--- config.mk ---
export PLATFORM = sky130hd
export DESIGN_NAME = power_mode_controller
export DESIGN_NICKNAME = d
export VERILOG_FILES = /design/src/verilog/pmc_pkg.sv /design/src/verilog/power_mode_controller.sv /design/src/verilog/pmc_wake_timer.sv /design/src/verilog/pmc_axil_slave.sv
export SDC_FILE = /design/constraint.sdc
export NUM_CORES = 1
export LEC_CHECK = 0
export BUFFER_PORTS_ARGS = -buffer_cell sky130_fd_sc_hd__buf_4
export CAP_MARGIN = 20
export CORE_MARGIN = 8
export CORE_UTILIZATION = 57
export CTS_BUF_LIST = sky130_fd_sc_hd__clkbuf_2
export DETAILED_ROUTE_END_ITERATION = 16
export GPL_TIMING_DRIVEN = 0
export PLACE_DENSITY_LB_ADDON = 0.3
export SLEW_MARGIN = 0
export SYNTH_ARGS = -nofsm -noshare
export SYNTH_HDL_FRONTEND = slang
export SYNTH_SLANG_ARGS = --single-unit
--- constraint.sdc ---
create_clock -name aclk -period 4.05 [get_ports aclk]
set_input_delay 1.0125 -clock aclk [delete_from_list [all_inputs] [get_ports aclk]]
set_output_delay 1.0125 -clock aclk [all_outputs]
set_load 0.01 [all_outputs]
--- src/verilog/pmc_pkg.sv ---
// constants and types shared by the power mode controller
package pmc_pkg;

  // ----------------------------------------------------------------
  // register map (byte addresses)
  // ----------------------------------------------------------------
  localparam logic [7:0] power_ctrl_zero_addr = 8'h00;
  localparam logic [7:0] power_ctrl_one_addr = 8'h04;
  localparam logic [7:0] regulator_ctrl_addr = 8'h08;
  localparam logic [7:0] periph_enable_addr = 8'h0c;
  localparam logic [7:0] status_addr = 8'h10;
  localparam logic [7:0] clock_ctrl_addr = 8'h14;

  // ----------------------------------------------------------------
  // field positions
  // ----------------------------------------------------------------
  localparam int idle_bit = 0;
  localparam int stop_bit = 1;
  localparam int suspend_bit = 0;
  localparam int snooze_bit = 1;
  localparam int deep_off_bit = 0;
  localparam int timer_keep_bit = 0;
  localparam int periph_count = 8;
  localparam logic [7:0] periph_enable_reset = 8'hff;
  localparam logic [1:0] clock_src_reset = 2'h0;
  localparam logic [1:0] clock_src_fast_osc_a = 2'h0;

  // wake source index
  localparam int wake_timer4 = 0;
  localparam int wake_spi = 1;
  localparam int wake_i2c = 2;
  localparam int wake_port_match = 3;
  localparam int wake_comparator = 4;
  localparam int wake_config_logic_unit = 5;
  localparam int wake_count = 6;

  // ----------------------------------------------------------------
  // timing
  // ----------------------------------------------------------------
  localparam int clk_period_ps = 50000;
  localparam int idle_wake_cycles = 2;
  localparam int suspend_wake_ps = 170000;
  localparam int snooze_wake_ps = 12000000;
  // typical figures: whole cycles rounded down, never below one
  localparam int suspend_wake_cycles =
    (suspend_wake_ps / clk_period_ps) < 1 ? 1 :
    (suspend_wake_ps / clk_period_ps);
  localparam int snooze_wake_cycles =
    (snooze_wake_ps / clk_period_ps) < 1 ? 1 :
    (snooze_wake_ps / clk_period_ps);

  typedef enum logic [2:0] {
    mode_normal = 3'b000,
    mode_idle = 3'b001,
    mode_suspend = 3'b011,
    mode_snooze = 3'b010,
    mode_wake = 3'b110,
    mode_stop = 3'b111,
    mode_shutdown = 3'b101
  } mode_t;

endpackage : pmc_pkg

--- src/verilog/power_mode_controller.sv ---
// power mode controller: mode sequencing, clock gating, bias select
//
// Local design decisions: the register addresses and the AXI4-Lite interface to the registers.
`timescale 1ns/10ps
`default_nettype none
module power_mode_controller #(
  parameter int snooze_wake_cycles = pmc_pkg::snooze_wake_cycles
) (
  input wire logic aclk,
  input wire logic aresetn,
  input wire logic [7:0] s_axi_awaddr,
  input wire logic s_axi_awvalid,
  output logic s_axi_awready,
  input wire logic [31:0] s_axi_wdata,
  input wire logic [3:0] s_axi_wstrb,
  input wire logic s_axi_wvalid,
  output logic s_axi_wready,
  output logic [1:0] s_axi_bresp,
  output logic s_axi_bvalid,
  input wire logic s_axi_bready,
  input wire logic [7:0] s_axi_araddr,
  input wire logic s_axi_arvalid,
  output logic s_axi_arready,
  output logic [31:0] s_axi_rdata,
  output logic [1:0] s_axi_rresp,
  output logic s_axi_rvalid,
  input wire logic s_axi_rready,
  input wire logic any_interrupt,
  input wire logic [5:0] wake_event,
  input wire logic reset_pin_n,
  input wire logic power_on_reset,
  input wire logic other_reset,
  output logic core_clk_en,
  output logic [7:0] periph_clk_en,
  output logic fast_osc_a_en,
  output logic fast_osc_b_en,
  output logic regulator_low_bias,
  output logic power_nets_off,
  output logic pin_retain,
  output logic timer_slow_clk_en,
  output logic core_reset,
  output logic [2:0] mode_out
);
  localparam int tw = 20;

  pmc_pkg::mode_t mode;
  pmc_pkg::mode_t next_mode;
  logic [pmc_pkg::periph_count-1:0] periph_enable;
  logic deep_off_select;
  logic timer_keep;
  logic [1:0] clock_src;
  logic [1:0] saved_clock_src;
  logic idle_req;
  logic suspend_req;
  logic snooze_req;
  logic timer_load;
  logic [tw-1:0] timer_count;
  logic timer_done;

  logic wr_en;
  logic [7:0] wr_addr;
  logic [7:0] wr_data;
  logic rd_en;
  logic [7:0] rd_addr;
  logic [31:0] rd_data;
  logic rd_ok;
  logic wr_ok;

  // ----------------------------------------------------------------
  // register port
  // ----------------------------------------------------------------
  pmc_axil_slave bus (
    .aclk(aclk),
    .aresetn(aresetn),
    .s_axi_awaddr(s_axi_awaddr),
    .s_axi_awvalid(s_axi_awvalid),
    .s_axi_awready(s_axi_awready),
    .s_axi_wdata(s_axi_wdata),
    .s_axi_wstrb(s_axi_wstrb),
    .s_axi_wvalid(s_axi_wvalid),
    .s_axi_wready(s_axi_wready),
    .s_axi_bresp(s_axi_bresp),
    .s_axi_bvalid(s_axi_bvalid),
    .s_axi_bready(s_axi_bready),
    .s_axi_araddr(s_axi_araddr),
    .s_axi_arvalid(s_axi_arvalid),
    .s_axi_arready(s_axi_arready),
    .s_axi_rdata(s_axi_rdata),
    .s_axi_rresp(s_axi_rresp),
    .s_axi_rvalid(s_axi_rvalid),
    .s_axi_rready(s_axi_rready),
    .wr_en(wr_en),
    .wr_addr(wr_addr),
    .wr_data(wr_data),
    .rd_en(rd_en),
    .rd_addr(rd_addr),
    .rd_data(rd_data),
    .rd_ok(rd_ok),
    .wr_ok(wr_ok)
  );

  // address decode
  wire wa_pc0 = wr_addr == pmc_pkg::power_ctrl_zero_addr;
  wire wa_pc1 = wr_addr == pmc_pkg::power_ctrl_one_addr;
  wire wa_reg = wr_addr == pmc_pkg::regulator_ctrl_addr;
  wire wa_per = wr_addr == pmc_pkg::periph_enable_addr;
  wire wa_clk = wr_addr == pmc_pkg::clock_ctrl_addr;
  wire wa_sts = wr_addr == pmc_pkg::status_addr;
  assign wr_ok = wa_pc0 || wa_pc1 || wa_reg || wa_per || wa_clk || wa_sts;
  wire in_normal = mode == pmc_pkg::mode_normal;
  // sleep requests only count from normal mode
  wire set_idle = wr_en && wa_pc0 && in_normal
    && wr_data[pmc_pkg::idle_bit];
  wire set_stop = wr_en && wa_pc0 && in_normal
    && wr_data[pmc_pkg::stop_bit];
  wire set_suspend = wr_en && wa_pc1 && in_normal
    && wr_data[pmc_pkg::suspend_bit];
  wire set_snooze = wr_en && wa_pc1 && in_normal
    && wr_data[pmc_pkg::snooze_bit];

  // read mux: the status word shows live mode and saved clock source
  wire [31:0] rd_pc0 = {30'h0, 1'b0, idle_req};
  wire [31:0] rd_pc1 = {30'h0, snooze_req, suspend_req};
  wire [31:0] rd_reg = {31'h0, deep_off_select};
  wire [31:0] rd_per = {24'h0, periph_enable};
  wire [31:0] rd_sts = {24'h0, timer_keep, saved_clock_src, 2'h0, mode};
  wire [31:0] rd_clk = {30'h0, clock_src};
  assign rd_ok = rd_addr == pmc_pkg::power_ctrl_zero_addr
    || rd_addr == pmc_pkg::power_ctrl_one_addr
    || rd_addr == pmc_pkg::regulator_ctrl_addr
    || rd_addr == pmc_pkg::periph_enable_addr
    || rd_addr == pmc_pkg::status_addr
    || rd_addr == pmc_pkg::clock_ctrl_addr;
  assign rd_data =
    rd_addr == pmc_pkg::power_ctrl_zero_addr ? rd_pc0 :
    rd_addr == pmc_pkg::power_ctrl_one_addr ? rd_pc1 :
    rd_addr == pmc_pkg::regulator_ctrl_addr ? rd_reg :
    rd_addr == pmc_pkg::periph_enable_addr ? rd_per :
    rd_addr == pmc_pkg::status_addr ? rd_sts :
    rd_addr == pmc_pkg::clock_ctrl_addr ? rd_clk : 32'h0000_0000;

  // ----------------------------------------------------------------
  // wake decode
  // ----------------------------------------------------------------
  wire deep_wake = |wake_event;
  // stop leaves on any reset, shutdown only on pin or power-on
  wire stop_exit = !reset_pin_n || power_on_reset || other_reset;
  wire shutdown_exit = !reset_pin_n || power_on_reset;

  // ----------------------------------------------------------------
  // software registers
  // ----------------------------------------------------------------
  always_ff @(posedge aclk)
  begin
    if (!aresetn)
    begin
      periph_enable <= pmc_pkg::periph_enable_reset;
      deep_off_select <= 1'b0;
      timer_keep <= 1'b0;
      clock_src <= pmc_pkg::clock_src_reset;
    end
    else if (wr_en)
    begin
      if (wa_per)
        periph_enable <= wr_data;
      if (wa_reg)
        deep_off_select <= wr_data[pmc_pkg::deep_off_bit];
      if (wa_sts)
        timer_keep <= wr_data[pmc_pkg::timer_keep_bit];
      if (wa_clk)
        clock_src <= wr_data[1:0];
    end
  end

  // ----------------------------------------------------------------
  // mode sequencer
  // ----------------------------------------------------------------
  // deep_off_select at the stop write picks stop or shutdown
  always_comb
  begin
    next_mode = mode;
    unique case (mode)
      pmc_pkg::mode_normal:
        if (set_stop)
          next_mode = deep_off_select ? pmc_pkg::mode_shutdown
            : pmc_pkg::mode_stop;
        else if (set_snooze)
          next_mode = pmc_pkg::mode_snooze;
        else if (set_suspend)
          next_mode = pmc_pkg::mode_suspend;
        else if (set_idle)
          next_mode = pmc_pkg::mode_idle;
      pmc_pkg::mode_idle:
        // any pending interrupt ends idle; the wake state adds the settle
        if (any_interrupt)
          next_mode = pmc_pkg::mode_wake;
      pmc_pkg::mode_suspend, pmc_pkg::mode_snooze:
        if (deep_wake)
          next_mode = pmc_pkg::mode_wake;
      pmc_pkg::mode_wake:
        if (timer_done)
          next_mode = pmc_pkg::mode_normal;
      pmc_pkg::mode_stop:
        if (stop_exit)
          next_mode = pmc_pkg::mode_normal;
      pmc_pkg::mode_shutdown:
        if (shutdown_exit)
          next_mode = pmc_pkg::mode_normal;
      default:
        next_mode = pmc_pkg::mode_normal;
    endcase
  end

  // wake length depends on which sleep mode is being left
  always_comb
  begin
    timer_load = 1'b0;
    timer_count = tw'(pmc_pkg::idle_wake_cycles - 1);
    if (next_mode == pmc_pkg::mode_wake && mode != pmc_pkg::mode_wake)
    begin
      timer_load = 1'b1;
      if (mode == pmc_pkg::mode_suspend)
        timer_count = tw'(pmc_pkg::suspend_wake_cycles - 1);
      else if (mode == pmc_pkg::mode_snooze)
        timer_count = tw'(snooze_wake_cycles - 1);
    end
  end

  pmc_wake_timer #(.width(tw)) wake_timer (
    .aclk(aclk),
    .aresetn(aresetn),
    .load(timer_load),
    .count(timer_count),
    .done(timer_done)
  );

  always_ff @(posedge aclk)
  begin
    if (!aresetn)
    begin
      mode <= pmc_pkg::mode_normal;
      idle_req <= 1'b0;
      suspend_req <= 1'b0;
      snooze_req <= 1'b0;
      saved_clock_src <= pmc_pkg::clock_src_fast_osc_a;
    end
    else
    begin
      mode <= next_mode;
      if (set_idle)
        idle_req <= 1'b1;
      if (set_suspend)
        suspend_req <= 1'b1;
      if (set_snooze)
        snooze_req <= 1'b1;
      if (next_mode != pmc_pkg::mode_normal && in_normal)
        saved_clock_src <= clock_src;
      // request bits self-clear as the wake state hands back to normal
      if (mode == pmc_pkg::mode_wake && timer_done)
      begin
        idle_req <= 1'b0;
        suspend_req <= 1'b0;
        snooze_req <= 1'b0;
      end
    end
  end

  // ----------------------------------------------------------------
  // clock, oscillator and regulator controls
  // ----------------------------------------------------------------
  wire deep_sleep = next_mode == pmc_pkg::mode_suspend
    || next_mode == pmc_pkg::mode_snooze;
  wire powered_off = next_mode == pmc_pkg::mode_stop
    || next_mode == pmc_pkg::mode_shutdown;
  wire core_run = next_mode == pmc_pkg::mode_normal;
  wire periph_run = core_run || next_mode == pmc_pkg::mode_idle
    || next_mode == pmc_pkg::mode_wake;

  // registered so every output comes straight from a flip-flop
  always_ff @(posedge aclk)
  begin
    if (!aresetn)
    begin
      core_clk_en <= 1'b1;
      periph_clk_en <= pmc_pkg::periph_enable_reset;
      fast_osc_a_en <= 1'b1;
      fast_osc_b_en <= 1'b1;
      regulator_low_bias <= 1'b0;
      power_nets_off <= 1'b0;
      pin_retain <= 1'b0;
      timer_slow_clk_en <= 1'b0;
      core_reset <= 1'b0;
      mode_out <= 3'h0;
    end
    else
    begin
      core_clk_en <= core_run;
      periph_clk_en <= periph_run ? periph_enable : 8'h00;
      fast_osc_a_en <= !deep_sleep && !powered_off;
      fast_osc_b_en <= !deep_sleep && !powered_off;
      regulator_low_bias <= next_mode == pmc_pkg::mode_snooze;
      power_nets_off <= powered_off;
      pin_retain <= powered_off;
      timer_slow_clk_en <= deep_sleep && timer_keep;
      core_reset <= mode == pmc_pkg::mode_stop && stop_exit
        || mode == pmc_pkg::mode_shutdown && shutdown_exit;
      mode_out <= next_mode;
    end
  end
endmodule : power_mode_controller
`default_nettype wire

--- src/verilog/pmc_wake_timer.sv ---
// down counter that times a wake-up settling interval
`timescale 1ns/10ps
`default_nettype none
module pmc_wake_timer #(
  parameter int width = 9
) (
  input wire logic aclk,
  input wire logic aresetn,
  input wire logic load,
  input wire logic [width-1:0] count,
  output logic done
);
  logic [width-1:0] remain;
  logic running;

  // ----------------------------------------------------------------
  // counter
  // ----------------------------------------------------------------
  // done pulses the cycle the count runs out
  always_ff @(posedge aclk)
  begin
    if (!aresetn)
    begin
      remain <= '0;
      running <= 1'b0;
      done <= 1'b0;
    end
    else if (load)
    begin
      remain <= count;
      running <= 1'b1;
      done <= 1'b0;
    end
    else
    begin
      done <= running && (remain <= width'(1));
      if (running && remain <= width'(1))
        running <= 1'b0;
      if (running && remain != '0)
        remain <= remain - width'(1);
    end
  end
endmodule : pmc_wake_timer
`default_nettype wire

--- src/verilog/pmc_axil_slave.sv ---
// axi4-lite register port: one write and one read at a time
`timescale 1ns/10ps
`default_nettype none
module pmc_axil_slave (
  input wire logic aclk,
  input wire logic aresetn,
  input wire logic [7:0] s_axi_awaddr,
  input wire logic s_axi_awvalid,
  output logic s_axi_awready,
  input wire logic [31:0] s_axi_wdata,
  input wire logic [3:0] s_axi_wstrb,
  input wire logic s_axi_wvalid,
  output logic s_axi_wready,
  output logic [1:0] s_axi_bresp,
  output logic s_axi_bvalid,
  input wire logic s_axi_bready,
  input wire logic [7:0] s_axi_araddr,
  input wire logic s_axi_arvalid,
  output logic s_axi_arready,
  output logic [31:0] s_axi_rdata,
  output logic [1:0] s_axi_rresp,
  output logic s_axi_rvalid,
  input wire logic s_axi_rready,
  output logic wr_en,
  output logic [7:0] wr_addr,
  output logic [7:0] wr_data,
  output logic rd_en,
  output logic [7:0] rd_addr,
  input wire logic [31:0] rd_data,
  input wire logic rd_ok,
  input wire logic wr_ok
);
  logic have_aw;
  logic have_w;
  logic [7:0] aw_hold;
  logic [7:0] w_hold;
  logic w_lane0;

  wire aw_take = s_axi_awvalid && s_axi_awready;
  wire w_take = s_axi_wvalid && s_axi_wready;
  wire wr_fire = have_aw && have_w && !s_axi_bvalid;
  wire ar_take = s_axi_arvalid && s_axi_arready;

  // only byte lane zero carries register bits
  assign wr_en = wr_fire && w_lane0;
  assign wr_addr = aw_hold;
  assign wr_data = w_hold;
  assign rd_en = ar_take;
  assign rd_addr = s_axi_araddr;

  // ----------------------------------------------------------------
  // write channels
  // ----------------------------------------------------------------
  always_ff @(posedge aclk)
  begin
    if (!aresetn)
    begin
      have_aw <= 1'b0;
      have_w <= 1'b0;
      aw_hold <= 8'h00;
      w_hold <= 8'h00;
      w_lane0 <= 1'b0;
      s_axi_awready <= 1'b0;
      s_axi_wready <= 1'b0;
      s_axi_bvalid <= 1'b0;
      s_axi_bresp <= 2'h0;
    end
    else
    begin
      s_axi_awready <= !have_aw && !aw_take && !s_axi_bvalid;
      s_axi_wready <= !have_w && !w_take && !s_axi_bvalid;
      if (aw_take)
      begin
        have_aw <= 1'b1;
        aw_hold <= s_axi_awaddr;
      end
      if (w_take)
      begin
        have_w <= 1'b1;
        w_hold <= s_axi_wdata[7:0];
        w_lane0 <= s_axi_wstrb[0];
      end
      if (wr_fire)
      begin
        have_aw <= 1'b0;
        have_w <= 1'b0;
        s_axi_bvalid <= 1'b1;
        s_axi_bresp <= wr_ok ? 2'h0 : 2'h2; // slverr when unmapped
      end
      else if (s_axi_bvalid && s_axi_bready)
        s_axi_bvalid <= 1'b0;
    end
  end

  // ----------------------------------------------------------------
  // read channel
  // ----------------------------------------------------------------
  always_ff @(posedge aclk)
  begin
    if (!aresetn)
    begin
      s_axi_arready <= 1'b0;
      s_axi_rvalid <= 1'b0;
      s_axi_rdata <= 32'h0000_0000;
      s_axi_rresp <= 2'h0;
    end
    else
    begin
      s_axi_arready <= !s_axi_rvalid && !ar_take;
      if (ar_take)
      begin
        s_axi_rvalid <= 1'b1;
        s_axi_rdata <= rd_data;
        s_axi_rresp <= rd_ok ? 2'h0 : 2'h2;
      end
      else if (s_axi_rvalid && s_axi_rready)
        s_axi_rvalid <= 1'b0;
    end
  end
endmodule : pmc_axil_slave
`default_nettype wire

==> results of run 1 <==
==> logic make-up (layout without fill, tap and decap cells) <==
group | count (synthesis) | count (layout) | synth area share, %
DFF | 90 | 90 | 44.5
other | 1 | 26 | 0.0926
muxes | 2 | 2 | 0.494
and+or+nand+nor | 205 | 205 | 25.6
adders and majority gates | 2 | 2 | 0.618
buffers and inverters | 61 | 152 | 8.40
AOI/OAI and AO/OA | 101 | 101 | 17.5
xor gates and xnor gates | 13 | 13 | 2.81
==> power by group through the flow <==
stage / logic, mW / clock network [mW] / registers, mW
floorplan: 0.0881 / 0 / 0.930
global placement: 0.145 / 0 / 0.930
CTS: 0.149 / 0.433 / 0.915
global route: 0.166 / 0.477 / 0.918
finish: 0.151 / 0.434 / 0.915
detailed placement: 0.148 / 0 / 0.931
==> area by class of cell <==
class / count / area (um2)
tap: 96 / 120
inverter: 17 / 63.8
clock inverter: 7 / 61.3
timing repair buffer: 75 / 563
fill: 545 / 1900
multi-input combinational: 349 / 2000
sequential: 90 / 1800
buffer: 44 / 277
clock buffer: 9 / 45.0
==> through the flow <==
step / std cells / worst slack, ns / hold WS (ns) / instance area, um2
floorplan: 500 / 1.69 / 0.422 / 4140
global placement: 671 / 1.20 / 0.434 / 4830
detailed placement: 671 / 1.20 / 0.435 / 4830
CTS: 687 / 1.65 / 0.437 / 4930
global route: 687 / 1.51 / 0.488 / 4930
finish: 687 / 1.65 / 0.434 / 4930
==> layer usage <==
layer	vias to the layer above	global-route usage (%)	part of all wire, %
met5	-	0	0
met4	0	10.0	2.5
met3	24	5.33	7.1
met2	150	31.3	47
met1	1681	23.7	44
li1	1819	-	-
==> cell usage after synthesis (3+ instances only) <==
master / number
dfxtp_1: 90
a22oi_1: 5
nor3b_1: 5
o211ai_1: 9
and4_1: 4
buf_4: 29
a31oi_1: 6
nor2_1: 39
nand4_1: 3
nand2_1: 76
nand2b_1: 8
nor2b_1: 6
nand3_1: 8
and2_1: 9
o21ai_0: 20
xor2_1: 4
o221a_2: 5
a22o_1: 4
clkbuf_1: 13
nor3_1: 14
nor4_1: 7
a21oi_1: 15
inv_1: 17
or4_1: 3
xnor2_1: 9
and3_1: 7
a21boi_0: 22
==> worst register-to-register path, cell delays in order, from the launching register on <==
cell and delay, ns:
dfxtp_1 0.44, nor4_2 0.49, nand4_1 0.30, o211ai_1 0.63, nor3_1 0.15, xnor2_1 0.22, nor2_1 0.07
==> final timing paths <==
kind	start	end	depth (start not counted)
setup / recovery	mode_out[2]$_SDFF_PN0_	mode_out[2]	1
hold reg to reg	bus.s_axi_rvalid$_SDFFE_PN0P_	bus.s_axi_arready$_SDFF_PN0_	1
hold / removal	bus.s_axi_rvalid$_SDFFE_PN0P_	bus.s_axi_arready$_SDFF_PN0_	1
setup reg to reg	wake_timer.remain[4]$_SDFFE_PN0P_	wake_timer.remain[17]$_SDFFE_PN0P_	6
==> sequential cells by signal, summed over array words and instances (netlist names), 2 cells and up <==
name               flops
bus.s_axi_rdata        8
wake_timer.remain     20
saved_clock_src        2
clock_src              2
periph_enable          8
bus.wr_data            8
mode_out               3
bus.wr_addr            8
periph_clk_en          8
==> PnR_summary.wiki, run 1 <==
{| class="wikitable"
! Metric !! Value
|-
| Share of async-settable or async-resettable flops after synthesis || 0%
|-
| Clk_lat worst skew || 0.56 ns
|-
| Post-route antenna net violation count || 0
|-
| Worst-case clock skew || 0.0222 ns
|-
| Area growth syn-to-layout || 21.8%
|-
| Data arrival time of the critical path || 1.38 ns
|-
| Power per cell area || 304 nW/um2
|-
| Unrepaired setup endpoints after global routing || no
|-
| Final total power || 1.50 mW
|-
| Summed instance area of the synthesized netlist || 4050 um2
|-
| Total Nets Final || 657
|-
| Switching power share of the total || 28.5%
|-
| Remaining Overflow, GRT || 0
|-
| Root buffer cell || clkbuf_2
|-
| Sequential share of power || 61.0%
|-
| Period Utilization, post-route || 59.2%
|-
| Layout cell share with drive strength beyond 1 || 23.4%
|-
| Clock tree buffer depth || 2
|-
| Crit path capture type || output pin
|-
| Clock-pin transition on the worst setup and hold timing paths || 0.28 ns
|-
| Number of gates given a new drive strength after cts || 0
|-
| Syn. warnings || 0
|-
| Crit path buf inv count || 1
|-
| Post-Synthesis Cells || 475
|-
| Horizontal die dimension || 100 um
|-
| Part of the total power dissipated in combinational logic || 10.1%
|-
| Biggest area consumer among synthesized cells || dfxtp_1
|-
| Die height || 100 um
|-
| Number of sinks on the clock net || 90
|-
| First-pass GRT wire length || 16100 um
|-
| Number of distinct standard cells referenced by the synthesized netlist || 57
|-
| Dominant delay contributor by cell family on the critical path || flip-flops
|-
| Average size of a mapped cell || 8.53 um2
|-
| Total routing resource utilization after global routing || 19.7%
|-
| Worst-path fanout max || 8
|-
| Clock tree from TritonCTS || yes
|-
| Sequential fraction of the synthesis area || 44.5%
|-
| Die outline area || 10100 um2
|-
| Period minus WS final || 2.40 ns
|-
| Cell internal pwr || 1.07 mW
|-
| Number of diodes added for antenna fixing || 0
|-
| Data required time of the worst path || 3.04 ns
|-
| Critical Path, Cell by Cell || buf_4
|-
| Slack of the worst reg-to-reg path || 1.67 ns
|-
| Htree depth || 3
|-
| Actual transition at the worst max-transition pin || 0.694 ns
|-
| Remaining design rule violation count || 0
|-
| Finished Core Util || 72.2%
|-
| 1st-iter DRT viols || 271
|-
| Commonest cells after routing, fill and taps aside || buf_4, dfxtp_1, nand2_1
|-
| Post-Route WL || 10100 um
|-
| Highest cell delay on the worst timing path || 0.63 ns
|-
| Peak supply drop || 0.000206 V
|-
| Gpl congestion || 0.866
|-
| Hold_buf cts || 0
|-
| # port buffers || 75
|-
| HPWL after detailed placement || 7740 um
|-
| Initial core utilization || 59.3%
|-
| Number of hold violations in the final report || 0
|-
| Run status || finished clean
|-
| Final count of pins violating max slew || 0
|-
| Fmax achieved || 0.417 GHz
|-
| Kind of start point of the critical path || register
|-
| Count of flip-flops with a built-in enable after synthesis || 0
|-
| Placeable core area || 6830 um2
|-
| Critical path class || register to output pin
|-
| Kind of path behind the tightest hold check || register to register
|-
| Initial antenna violation count || 0
|-
| Pre-antenna DRT Iters || 4
|-
| Sum of negative setup slack || 0 ns
|-
| Via/cell ratio || 5.35
|-
| Num ports || 129
|-
| Most common cell after layout, fill and taps aside || buf_4
|-
| Leakage power || 2.13 nW
|-
| Post CTS Setup Buffer Count || 0
|-
| Area share of the largest cell type after synthesis || 44.5%
|-
| Dominant synthesized flop cell || dfxtp_1
|-
| Setup violation total in the final timing report || 0
|-
| Max-Cap Viols || 0
|-
| Largest net degree at the start of global routing || 18
|-
| Site Rows || 30
|-
| Average routed wire per standard cell || 14.7 um
|-
| Number of storage elements in the synthesis netlist || 90
|-
| Share of total power in the clock network || 28.9%
|-
| Leading cell types by total area after synthesis || dfxtp_1, nand2_1, buf_4
|-
| Total CTS buffers || 9
|-
| Slew HR || 53.4%
|-
| Total number of vias || 3674
|-
| Power spent charging and discharging nets || 0.428 mW
|-
| Slowest stage cell, crit path || dfxtp_1
|-
| Number of global-route vias before repair || 3486
|}
(Power assumes the default switching activity.)
==> run 2, diff against run 1 <==
Settings changed: CORE_UTILIZATION 57 to 48.
Clock period 4.05 ns to 2.2 ns, I/O delays scaled along.
==> PnR_summary.wiki, run 2 (synthesis gave the netlist of run 1 again) <==
{| class="wikitable"
! Metric !! Value
|-
| Number of global-route vias before repair || 3516
|-
| Unrepaired setup endpoints after global routing || no
|-
| HPWL after detailed placement || 7610 um
|-
| Hold_buf cts || 0
|-
| Setup violation total in the final timing report || 0
|-
| Pre-antenna DRT Iters || 4
|-
| Final worst hold slack || 0.188 ns
|-
| Commonest cells after routing, fill and taps aside || buf_4, dfxtp_1, nand2_1
|-
| Die outline area || 11600 um2
|-
| Critical path startpoint || bus.wr_addr[4]$_SDFFE_PN0P_
|-
| Post-Route WL || 9950 um
|-
| Clock tree from TritonCTS || yes
|-
| Period Utilization, post-route || 96.7%
|-
| Crit path capture type || register
|-
| Period minus WS final || 2.13 ns
|-
| Initial antenna violation count || 0
|-
| Root buffer cell || clkbuf_2
|-
| Htree depth || 3
|-
| Critical path class || register to register
|-
| FF+latch area || 1800 um2
|-
| Number of hold violations in the final report || 0
|-
| Initial core utilization || 49.3%
|-
| Top register by number of flip-flops || wake_timer.remain
|-
| Num ports || 129
|-
| Fmax achieved || 0.470 GHz
|-
| Largest net degree at the start of global routing || 19
|-
| Number of sinks on the clock net || 90
|-
| First-pass GRT wire length || 16300 um
|-
| Reg2Reg Launch Point || bus.wr_addr[4]$_SDFFE_PN0P_
|-
| Data required time of the worst path || 2.69 ns
|-
| Layout cell share with drive strength beyond 1 || 24.2%
|-
| Final count of pins violating max slew || 0
|-
| Post-route non-filler standard cell count || 697
|-
| Data arrival time of the critical path || 2.62 ns
|-
| Post-route antenna net violation count || 0
|-
| Average routed wire per standard cell || 14.3 um
|-
| Horizontal die dimension || 108 um
|-
| Leakage power || 2.15 nW
|-
| 1st-iter DRT viols || 224
|-
| Power per cell area || 561 nW/um2
|-
| Kind of path behind the tightest hold check || input pin to register
|-
| Run status || finished clean
|-
| Clock tree buffer depth || 2
|-
| Clk_lat worst skew || 0.59 ns
|-
| Final-layout fill cell count || 728
|-
| Placeable core area || 8220 um2
|-
| Area growth syn-to-layout || 22.9%
|-
| Worst-path fanout max || 9
|-
| Total Nets Final || 658
|-
| Peak supply drop || 0.000343 V
|-
| Remaining design rule violation count || 0
|-
| Hold path start || s_axi_wdata[4]
|-
| Remaining Overflow, GRT || 0
|-
| Clock-pin transition on the worst setup and hold timing paths || 0.28 ns
|-
| Gpl congestion || 0.835
|-
| # port buffers || 75
|-
| Kind of start point of the critical path || register
|-
| Total number of vias || 3596
|-
| Worst-case clock skew || 0.0358 ns
|-
| Number of diodes added for antenna fixing || 0
|-
| Total CTS buffers || 9
|-
| Total routing resource utilization after global routing || 17.3%
|-
| Multi-input gate area || 2020 um2
|-
| Slew HR || 52.4%
|-
| Via/cell ratio || 5.16
|-
| Actual transition at the worst max-transition pin || 0.709 ns
|-
| Die height || 108 um
|-
| Number of flip-flops in the largest register || 20
|-
| Total placed cells including tap cells || 680
|-
| Site Rows || 33
|-
| Most common cell after layout, fill and taps aside || buf_4
|-
| Max-Cap Viols || 0
|}
==> run 2: worst paths after layout <==
check / to / slack (ns) / cells past startpoint
setup / recovery: periph_clk_en[1]$_SDFF_PN1_ / 0.07 / 6
hold reg to reg: bus.s_axi_arready$_SDFF_PN0_ / 0.47 / 1
hold / removal: bus.wr_data[4]$_SDFFE_PN0P_ / 0.19 / 3
setup reg to reg: periph_clk_en[1]$_SDFF_PN1_ / 0.07 / 6
==> run 2: through the flow <==
| step | utilization (%) | setup TNS [ns] | cell area [um2] | power, mW | worst slack [ns] |
|---|---|---|---|---|---|
| final | 60.6 | 0 | 4980 | 2.79 | 0.0718 |
| after floorplan | - | 0 | 4140 | 1.87 | 0.306 |
| after global routing | 60.6 | 0 | 4980 | 2.91 | 0.00127 |
| after global placement | 58.9 | -2.83 | 4840 | 1.98 | -0.222 |
| after detailed placement | 58.9 | -2.73 | 4840 | 1.99 | -0.226 |
| after CTS | 60.3 | 0 | 4950 | 2.81 | 0.00271 |
==> run 2: layout make-up <==
type | instances | share of cell area, %
Clock inverter | 7 | 1.41
Tap cell | 105 | 2.64
Clock buffer | 9 | 0.905
Multi-Input combinational cell | 349 | 40.5
Buffer | 44 | 5.55
Timing Repair Buffer | 76 | 11.5
Inverter | 17 | 1.28
Sequential cell | 90 | 36.2
==> run 2: timing repair <==
item                                    in CTS  in global routing
setup buffers                                0                  1
gates resized for setup                      0                  4
endpoints found under the setup margin       0                 18
==> run 2: report_power, final <==
part | internal [mW] | switching, mW | leakage [nW]
Sequential | 1.66 | 0.0213 | 0.729
Combinational | 0.138 | 0.140 | 1.35
Clock | 0.183 | 0.644 | 0.0682
Total | 1.98 | 0.806 | 2.15
==> run 2: critical path, stage by stage, from the launching register on <==
cell      delay [ns]
dfxtp_1         0.39
or4_1           0.56
and4bb_4        0.39
and4_1          0.26
nor3_2          0.08
o21ai_4         0.24
o21ai_0         0.12
==> run 2: layer usage <==
metal	part of all wire [%]	track usage (%)	vias up
met1	44	20.8	1625
met3	7.5	4.13	14
li1	-	-	1822
met4	1.6	7.23	0
met5	0	0	-
met2	47	28.9	135
